File: config.mk
export PLATFORM = sky130hd
export DESIGN_NAME = sdco_top
export DESIGN_NICKNAME = d
export VERILOG_FILES = /design/src/rtl/sdco_pkg.sv /design/src/rtl/sdco_top.sv
export VERILOG_INCLUDE_DIRS = /design/src /design/src/rtl
export SDC_FILE = /design/constraint.sdc
export NUM_CORES = 1
export LEC_CHECK = 0
export BUFFER_PORTS_ARGS = -buffer_cell sky130_fd_sc_hd__buf_2
export CAP_MARGIN = 10
export CORE_UTILIZATION = 55
export CTS_CLUSTER_DIAMETER = 100
export DETAILED_ROUTE_END_ITERATION = 10
export MAX_ROUTING_LAYER = met4
export PLACE_DENSITY = 0.77
export SYNTH_ARGS = -nofsm -noshare
export SYNTH_HDL_FRONTEND = slang
export SYNTH_SLANG_ARGS = --single-unit
File: constraint.sdc
create_clock -name sys_clk_i -period 3.7 [get_ports sys_clk_i]
set_input_delay 0.74 -clock sys_clk_i [delete_from_list [all_inputs] [get_ports sys_clk_i]]
set_output_delay 0.74 -clock sys_clk_i [all_outputs]
set_load 0.05 [all_outputs]
File: src/rtl/sdco_cfg.svh
`ifndef SDCO_CFG_SVH
`define SDCO_CFG_SVH

// System clock rate, kHz
`define SDCO_SYS_CLK_KHZ 50000
// Selectable base frequencies, kHz
`define SDCO_BASE_1M0_KHZ 1000
`define SDCO_BASE_1M6_KHZ 1667
`define SDCO_BASE_3M3_KHZ 3333
`define SDCO_BASE_5M0_KHZ 5000
// Base period in system cycles, rounded to nearest
`define SDCO_CYC(f) ((`SDCO_SYS_CLK_KHZ + (f) / 2) / (f))
// Decade step between taps
`define SDCO_DECADE 10
`define SDCO_NUM_TAPS 5
`define SDCO_NUM_PINS 5
// Reset values
`define SDCO_OUT_RST 1'b0

`endif

File: src/rtl/sdco_pkg.sv
`default_nettype none

package sdco_pkg;

    typedef enum logic [1:0] {
        SDCO_BASE_1M0 = 2'b00,
        SDCO_BASE_1M6 = 2'b01,
        SDCO_BASE_3M3 = 2'b10,
        SDCO_BASE_5M0 = 2'b11
    } sdco_base_t;

    typedef enum logic [3:0] {
        SDCO_SRC_COUNT_INPUT_1 = 4'b0000,
        SDCO_SRC_COUNT_INPUT_2 = 4'b0001,
        SDCO_SRC_COUNT_INPUT_3 = 4'b0010,
        SDCO_SRC_COUNT_INPUT_4 = 4'b0011,
        SDCO_SRC_COUNT_INPUT_5 = 4'b0100,
        SDCO_SRC_GATING_1 = 4'b0101,
        SDCO_SRC_GATING_2 = 4'b0110,
        SDCO_SRC_GATING_3 = 4'b0111,
        SDCO_SRC_GATING_4 = 4'b1000,
        SDCO_SRC_GATING_5 = 4'b1001,
        SDCO_SRC_TAP_BASE = 4'b1010,
        SDCO_SRC_TAP_DIV10 = 4'b1011,
        SDCO_SRC_TAP_DIV100 = 4'b1100,
        SDCO_SRC_TAP_DIV1000 = 4'b1101,
        SDCO_SRC_TAP_DIV10000 = 4'b1110,
        SDCO_SRC_NONE = 4'b1111
    } sdco_src_t;

endpackage

`default_nettype wire

File: src/rtl/sdco_top.sv
// Overview of operation
// Base frequency selectable as 1.0000, 1.6667, 3.3333 or 5.0000 MHz.
// First internal tap equals the base frequency undivided.
// Taps two to five divide base by 10, 100, 1000, 10000.
// Source selector picks one of five taps or ten external pins.
// External source is any count input pin or any gating pin.
// Selected source divided by 1 to 16 drives the output pin.
// Outside circuitry keeps sources within 20 MHz input, 7 MHz gate.
// Divide by one passes source; else one period per N periods.
`include "sdco_cfg.svh"
`default_nettype none

module sdco_top
    import sdco_pkg::*;
#(
    parameter int NUM_TAPS = `SDCO_NUM_TAPS,
    parameter int NUM_PINS = `SDCO_NUM_PINS
) (
    // Clock and reset
    input wire logic sys_clk_i,
    input wire logic arst_n_i,
    // Configuration
    input wire sdco_base_t base_sel_i,
    input wire sdco_src_t src_sel_i,
    input wire logic [3:0] div_minus1_i,
    // External source pins
    input wire logic [NUM_PINS-1:0] count_input_terminals_i,
    input wire logic [NUM_PINS-1:0] gating_terminals_i,
    // Divided clock
    output logic divided_clock_output_pin_o
);

    localparam logic [5:0] CYC_1M0 = 6'(`SDCO_CYC(`SDCO_BASE_1M0_KHZ));
    localparam logic [5:0] CYC_1M6 = 6'(`SDCO_CYC(`SDCO_BASE_1M6_KHZ));
    localparam logic [5:0] CYC_3M3 = 6'(`SDCO_CYC(`SDCO_BASE_3M3_KHZ));
    localparam logic [5:0] CYC_5M0 = 6'(`SDCO_CYC(`SDCO_BASE_5M0_KHZ));
    localparam logic [3:0] DEC_LAST = 4'(`SDCO_DECADE - 1);
    localparam logic [3:0] DEC_HALF = 4'(`SDCO_DECADE / 2);

    logic [5:0] base_period;
    logic [5:0] presc;
    logic [NUM_TAPS-1:0] tap_tick;
    logic [NUM_TAPS-1:0] tap_lvl;
    logic [2*NUM_PINS-1:0] pin_meta;
    logic [2*NUM_PINS-1:0] pin_sync;
    logic sel_lvl;
    logic prev_lvl;
    logic src_edge;
    logic [3:0] half_cnt;

    // Base period in system cycles
    always_comb begin
        case (base_sel_i)
            SDCO_BASE_1M0: base_period = CYC_1M0;
            SDCO_BASE_1M6: base_period = CYC_1M6;
            SDCO_BASE_3M3: base_period = CYC_3M3;
            SDCO_BASE_5M0: base_period = CYC_5M0;
            default: base_period = CYC_1M0;
        endcase
    end

    always_ff @(posedge sys_clk_i or negedge arst_n_i) begin
        if (!arst_n_i) begin
            presc <= 6'h00;
        end else if (presc >= base_period - 6'h01) begin
            presc <= 6'h00;
        end else begin
            presc <= presc + 6'h01;
        end
    end

    // Base tap: high for the first half of each base period
    assign tap_tick[0] = (presc >= base_period - 6'h01);
    assign tap_lvl[0] = (presc < {1'b0, base_period[5:1]});

    // Decade chain
    genvar k;
    generate
        for (k = 1; k < NUM_TAPS; k++) begin : g_decade
            logic [3:0] dec;
            always_ff @(posedge sys_clk_i or negedge arst_n_i) begin
                if (!arst_n_i) begin
                    dec <= 4'h0;
                end else if (tap_tick[k-1]) begin
                    dec <= (dec >= DEC_LAST) ? 4'h0 : dec + 4'h1;
                end
            end
            assign tap_tick[k] = tap_tick[k-1] && (dec >= DEC_LAST);
            assign tap_lvl[k] = (dec < DEC_HALF);
        end
    endgenerate

    // Pin synchronisers; gating pins sit above count inputs
    always_ff @(posedge sys_clk_i or negedge arst_n_i) begin
        if (!arst_n_i) begin
            pin_meta <= '0;
            pin_sync <= '0;
        end else begin
            pin_meta <= {gating_terminals_i, count_input_terminals_i};
            pin_sync <= pin_meta;
        end
    end

    // Source selector
    always_comb begin
        sel_lvl = 1'b0;
        case (src_sel_i)
            SDCO_SRC_COUNT_INPUT_1: sel_lvl = pin_sync[0];
            SDCO_SRC_COUNT_INPUT_2: sel_lvl = pin_sync[1];
            SDCO_SRC_COUNT_INPUT_3: sel_lvl = pin_sync[2];
            SDCO_SRC_COUNT_INPUT_4: sel_lvl = pin_sync[3];
            SDCO_SRC_COUNT_INPUT_5: sel_lvl = pin_sync[4];
            SDCO_SRC_GATING_1: sel_lvl = pin_sync[5];
            SDCO_SRC_GATING_2: sel_lvl = pin_sync[6];
            SDCO_SRC_GATING_3: sel_lvl = pin_sync[7];
            SDCO_SRC_GATING_4: sel_lvl = pin_sync[8];
            SDCO_SRC_GATING_5: sel_lvl = pin_sync[9];
            SDCO_SRC_TAP_BASE: sel_lvl = tap_lvl[0];
            SDCO_SRC_TAP_DIV10: sel_lvl = tap_lvl[1];
            SDCO_SRC_TAP_DIV100: sel_lvl = tap_lvl[2];
            SDCO_SRC_TAP_DIV1000: sel_lvl = tap_lvl[3];
            SDCO_SRC_TAP_DIV10000: sel_lvl = tap_lvl[4];
            default: sel_lvl = 1'b0;
        endcase
    end

    always_ff @(posedge sys_clk_i or negedge arst_n_i) begin
        if (!arst_n_i) begin
            prev_lvl <= 1'b0;
        end else begin
            prev_lvl <= sel_lvl;
        end
    end

    // Both edges count, so toggling every N edges gives N source periods
    assign src_edge = (sel_lvl != prev_lvl);

    always_ff @(posedge sys_clk_i or negedge arst_n_i) begin
        if (!arst_n_i) begin
            half_cnt <= 4'h0;
        end else if (src_edge) begin
            half_cnt <= (half_cnt >= div_minus1_i) ? 4'h0 : half_cnt + 4'h1;
        end
    end

    always_ff @(posedge sys_clk_i or negedge arst_n_i) begin
        if (!arst_n_i) begin
            divided_clock_output_pin_o <= `SDCO_OUT_RST;
        end else if (src_edge && half_cnt >= div_minus1_i) begin
            divided_clock_output_pin_o <= ~divided_clock_output_pin_o;
        end
    end

    // Helper: cycles between base ticks and base ticks per decade tick
    logic [6:0] gap;
    logic gap_ok;
    logic [3:0] sub_ticks;
    sdco_base_t prev_base;
    always_ff @(posedge sys_clk_i or negedge arst_n_i) begin
        if (!arst_n_i) begin
            gap <= 7'h00;
            gap_ok <= 1'b0;
            sub_ticks <= 4'h0;
            prev_base <= SDCO_BASE_1M0;
        end else begin
            prev_base <= base_sel_i;
            gap <= tap_tick[0] ? 7'h00 : gap + 7'h01;
            gap_ok <= (base_sel_i != prev_base) ? 1'b0
                    : (tap_tick[0] ? 1'b1 : gap_ok);
            if (tap_tick[1]) begin
                sub_ticks <= 4'h0;
            end else if (tap_tick[0]) begin
                sub_ticks <= sub_ticks + 4'h1;
            end
        end
    end
endmodule // sdco_top

`default_nettype wire

# Word-level counts from Yosys, hierarchy flattened
# Index checks and enable logic that the tools add are counted.
# totals
reg_bits	48
inputBits	22
out_inout_bits	1
elab_cells	61
# classes
addsub	7
magnitude_cmp	11
eq_ne	18
n_mux	8
n_bitwise	1
n_reduce_logical	6
# op_table
op	count
== test 4 bit, second input constant	7
one-hot mux 6 bit (4 select lines)	1
adder 4 x 1 -> 4 bit, second input constant	5
two-way mux 4 bit	5
== test 4 x 3 -> 1 bit, second input constant	4
>= comparator 4 bit, second input constant	4
< comparator 4 x 3 -> 1 bit, second input constant	4
one-hot mux 1 bit (15 select lines)	1
== test 4 x 2 -> 1 bit, second input constant	2
adder 6 x 1 -> 6 bit, second input constant	1
>= comparator 6 bit	1
< comparator 6 x 5 -> 1 bit	1
two-way mux 6 bit	1
subtractor 6 x 1 -> 6 bit, second input constant	1
== test 2 bit, second input constant	2
== test 4 x 1 -> 1 bit, second input constant	1
>= comparator 4 bit	1
logical AND 1 bit	4
logical NOT 4 bit	1
== test 2 x 1 -> 1 bit, second input constant	1
logical NOT 2 bit	1
!= test 1 bit	1
NOT 1 bit	1

# Longest topological paths before layout
# depth
word_depth	7
depth_mapped	12
mapped_depth_nobuf	11

# Worst setup path after synthesis
# Ideal clock, no wire load.
# synth_timing
kind	in2reg
start	in base_sel_i[0]
end	reg g_decade[4].dec[0]
setup_time_ps	125
arrival_time_ps	2845
t_required_ps	3575
path_slack_ps	729
cell_stages	12
path_buffers	1
cell_sequence	inv_1 > ha_1 > inv_1 > ha_1 > nand2b_1 > a21o_1 > a221o_1 > a221o_1 > and3_1 > buf_6 > nand2_4 > mux2_4
# synth_between
elab_chain_cells	7
word_cells_on_any_way	10
# synth_lines
item	line	rtl
start: declaration	sdco_top.sv:23	input wire sdco_base_t base_sel_i,
== test 2 bit, or another cell as far along	sdco_top.sv:53	case (base_sel_i)
one-hot mux 6 bit (4 select lines) *	sdco_top.sv:53	
subtractor 6 x 1 -> 6 bit *	sdco_top.sv:73	assign tap_tick[0] = (presc >= base_period - 6'h01);
>= comparator 6 bit *	sdco_top.sv:73	
logical AND 1 bit * (3 in a row)	sdco_top.sv:88	assign tap_tick[k] = tap_tick[k-1] && (dec >= DEC_LAST);
end signal: assignment	sdco_top.sv:85	dec <= (dec >= DEC_LAST) ? 4'h0 : dec + 4'h1;
end: declaration	sdco_top.sv:80	logic [3:0] dec;
# Mark *: on every way between the ends. The rest lies on a longest branch, timed or not. The select of a mux whose other input is x is not followed.
# A chain may end at the register's enable or synchronous reset.

# Worst setup path in the final report
# Ends and elaborated chain as after synthesis.

==> impl_metrics.tcl <==
set metrics [dict create \
    synth_fp_nets 303 \
    drv_slew 0 \
    max_stage_delay_ps 350 \
    setup_violations 0 \
    cts_max_level 2 \
    syn_area_per_cell_um2 10.5 \
    cp.arrival_ps 3100 \
    crit_family "compound AO/OA/AOI/OAI gates" \
    cp-end-kind "flip-flop" \
    grt-ovfl-total 0 \
    yosysWarnings 0 \
    drc 0 \
    drv_cap 0 \
    ys_seq_area_share_pct 45.3 \
    hold_ws_ps 350 \
    grt_max_degree 49 \
    async_flop_share_pct 100 \
    io_pins 23 \
    leakage_nw 1.44 \
    dpl_cell_area_um2 2780 \
    grt_pass1_wl_mm 7.51 \
    multi_input_area_um2 1290 \
    busiest_layer "met2" \
    routedWlPerCell_um 13.4 \
    drive_above_1_share_pct 13.4 \
    synth-main-ff-cell "dfrtp_1" \
    vias 1846 \
    num_rows 24 \
    root_buffer "clkbuf_8" \
    ys_ff_latch 48 \
    antenna_found_initial 0 \
    final_area_um2 2900 \
    grt_usage_pct 19.7 \
    peakVddDrop_mv 0.358 \
    worstPathMaxFanout 7 \
    rsz0062_at_grt "false" \
    start_util_pct 58.9 \
    critical_path.slowest_cell "a221o_1" \
    netlist_instances 253 \
    cts_hold_buffers 0 \
    seqCellArea_um2 1200 \
    dpl_worst_slack_ps 476 \
    grt_util_met1_pct 23.7 \
    diodes 0 \
    die_w_um 71.4 \
    synthToLayoutAreaGrowth_pct 9.25 \
    timing.setup.critical_path_class "input port to flip-flop" \
    ant_nets 0 \
    nFillCells 371 \
    cp.required_ps 3900 \
    syn_area_um2 2650 \
    grt_use_met2_pct 33.0 \
    routed_via_density 5.63 \
    start_kind "input port" \
    finalNetCount 325 \
    finalHoldViolCount 0 \
    min_period_over_period_pct 78.4 \
    worst_skew_pair.late_latency_ps 300 \
    worstMarginPinSlew_ps 1030 \
    cts_buffer_depth 2 \
    die-area_um2 5100 \
    core_um2 4500 \
    synth.distinct_cells 52 \
    hold_path.class "flip-flop to flip-flop" \
    critPathBufInv 3 \
    routed_wl_mm 4.39 \
    power.density_nw_per_um2 606 \
    relSlewSlack_pct 31.4 \
    post-cts-setup-buffer-count 0 \
    fin_crit_ps 2900 \
    clk_pin_slew_worst_paths_ps 90 \
    place.gp.congestion 0.808 \
    status "finished, final reports clean" \
    grt_use_met3_pct 4.22 \
    dp_hpwl_mm 3.24 \
    die_h_um 71.4 \
    drt_iter0_drc 54 \
    synth_edf_count 0 \
    power_mw 1.76 \
    path_cells "buf_2 > inv_1 > ha_1 > inv_1 > ha_1 > nand2b_1 > a21o_1 > a221o_1 > a221o_1 > and3_1 > nand2_4 > mux2_4" \
    cts_made_buffers 5 \
    clock_skew_ps 5.01 \
    io_buffers 22 \
    first_global_vias 1786 \
    max_freq_ghz 0.345 \
    cts_tree "built" \
    finalSetupTns_ps 0 \
    cts_resized 0 \
    cts_sinks 48 \
    dr.pass1.iters 4 \
    worst_slack_ps 801 \
]
cell families (layout without fill, tap and decap cells):
logic type               Yosys count  count (layout)  synth area share, %
adder cells (fa/ha/maj)           28              28                 13.2
buffers and inverters             38              61                 6.09
AND/OR/NAND/NOR                   71              71                 14.7
flip-flops                        48              48                 45.3
XOR/XNOR                           6               6                 2.27
AO/OA/AOI/OAI                     52              52                 14.3
multiplexers                      10              10                 4.06
final timing paths:
check,from,to,slack [ps],depth (start not counted)
setup / recovery,base_sel_i[0],g_decade[4].dec[0],800,12
hold / removal,pin_meta[9],pin_sync[9],350,0
setup reg to reg,presc[0],g_decade[4].dec[0],1140,9
hold reg to reg,pin_meta[9],pin_sync[9],350,0
max in group asynchronous,arst_n_i,pin_sync[7],2460,1
min in group asynchronous,arst_n_i,g_decade[2].dec[2],610,1
registers in the layout (all words and copies together) (netlist names):
register and flops:
pin_meta 10, g_decade.dec 16, presc 6, prev_lvl 1, pin_sync 10, divided_clock_output_pin_o 1, half_cnt 4
metal layers:
metal | wire length, µm | vias up | share of wire [%]
li1 | - | 924 | -
met1 | 2110 | 882 | 48
met2 | 2070 | 33 | 47
met3 | 144 | 7 | 3.3
met4 | 66 | 0 | 1.5
met5 | 0 | - | 0
cell usage in the layout (no fill, tap or decap), drive strengths merged, types with 2 or more instances in the layout:
cell / instances
dfrtp: 48
inv: 32
ha: 28
buf: 22
nor2: 22
o21ai: 15
nand3: 10
nand2b: 9
a21o: 7
mux2i: 7
nand2: 7
clkbuf: 5
xnor2: 4
nor2b: 3
nand3b: 3
nor4b: 3
a21oi: 3
nor3: 3
nor3b: 3
or3: 3
mux2: 3
a221o: 2
xor2: 2
a32oi: 2
o211ai: 2
o31a: 2
o31ai: 2
and2: 2
o41ai: 2
a41oi: 2
a31oi: 2
a22o: 2
o2bb2ai: 2
synthesized netlist by cell type (all sizes together), types with 3 or more instances:
library cell / instances / area, µm²
dfrtp: 48 / 1200
inv: 31 / 116
ha: 28 / 350
nor2: 22 / 90.1
o21ai: 15 / 75.1
nand3: 10 / 50.1
nand2b: 9 / 56.3
a21o: 7 / 52.6
mux2i: 7 / 70.1
nand2: 7 / 33.8
buf: 5 / 37.5
xnor2: 4 / 42.6
a21oi: 3 / 15.0
mux2: 3 / 37.5
nand3b: 3 / 22.5
nor2b: 3 / 18.8
nor3: 3 / 15.0
nor3b: 3 / 22.5
nor4b: 3 / 26.3
or3: 3 / 18.8
worst reg2reg max path, delay by kind of cell (launching register included):
family	cells	cell delay, ps
AO/OA/AOI/OAI	3	870
multiplexers	1	300
AND/OR/NAND/NOR	3	530
adder cells (fa/ha/maj)	1	280
buffers and inverters	1	70
flip-flops	1	410
report_power, final:
part	switching, mW	internal (mW)
clock network	0.181	0.204
logic	0.315	0.278
registers	0.139	0.639
cell type report:
type                       instances  area share (%)
sequential                        48            41.5
timing repair buffer              22            3.80
tap                               52            2.25
clock inverter                     3            1.60
clock buffer                       5            2.38
multi-input combinational        167            44.5
inverter                          31            4.02
through the flow:
| stage | std cells | util, % |
|---|---|---|
| 5_1_grt | 328 | 64.3 |
| 6_report | 328 | 64.3 |
| 3_3_place_gp | 320 | 61.8 |
| 4_1_cts | 328 | 64.3 |
| 3_5_place_dp | 320 | 61.8 |
| 2_1_floorplan | 253 | - |
No activity file was read; power rests on OpenSTA's default activity.
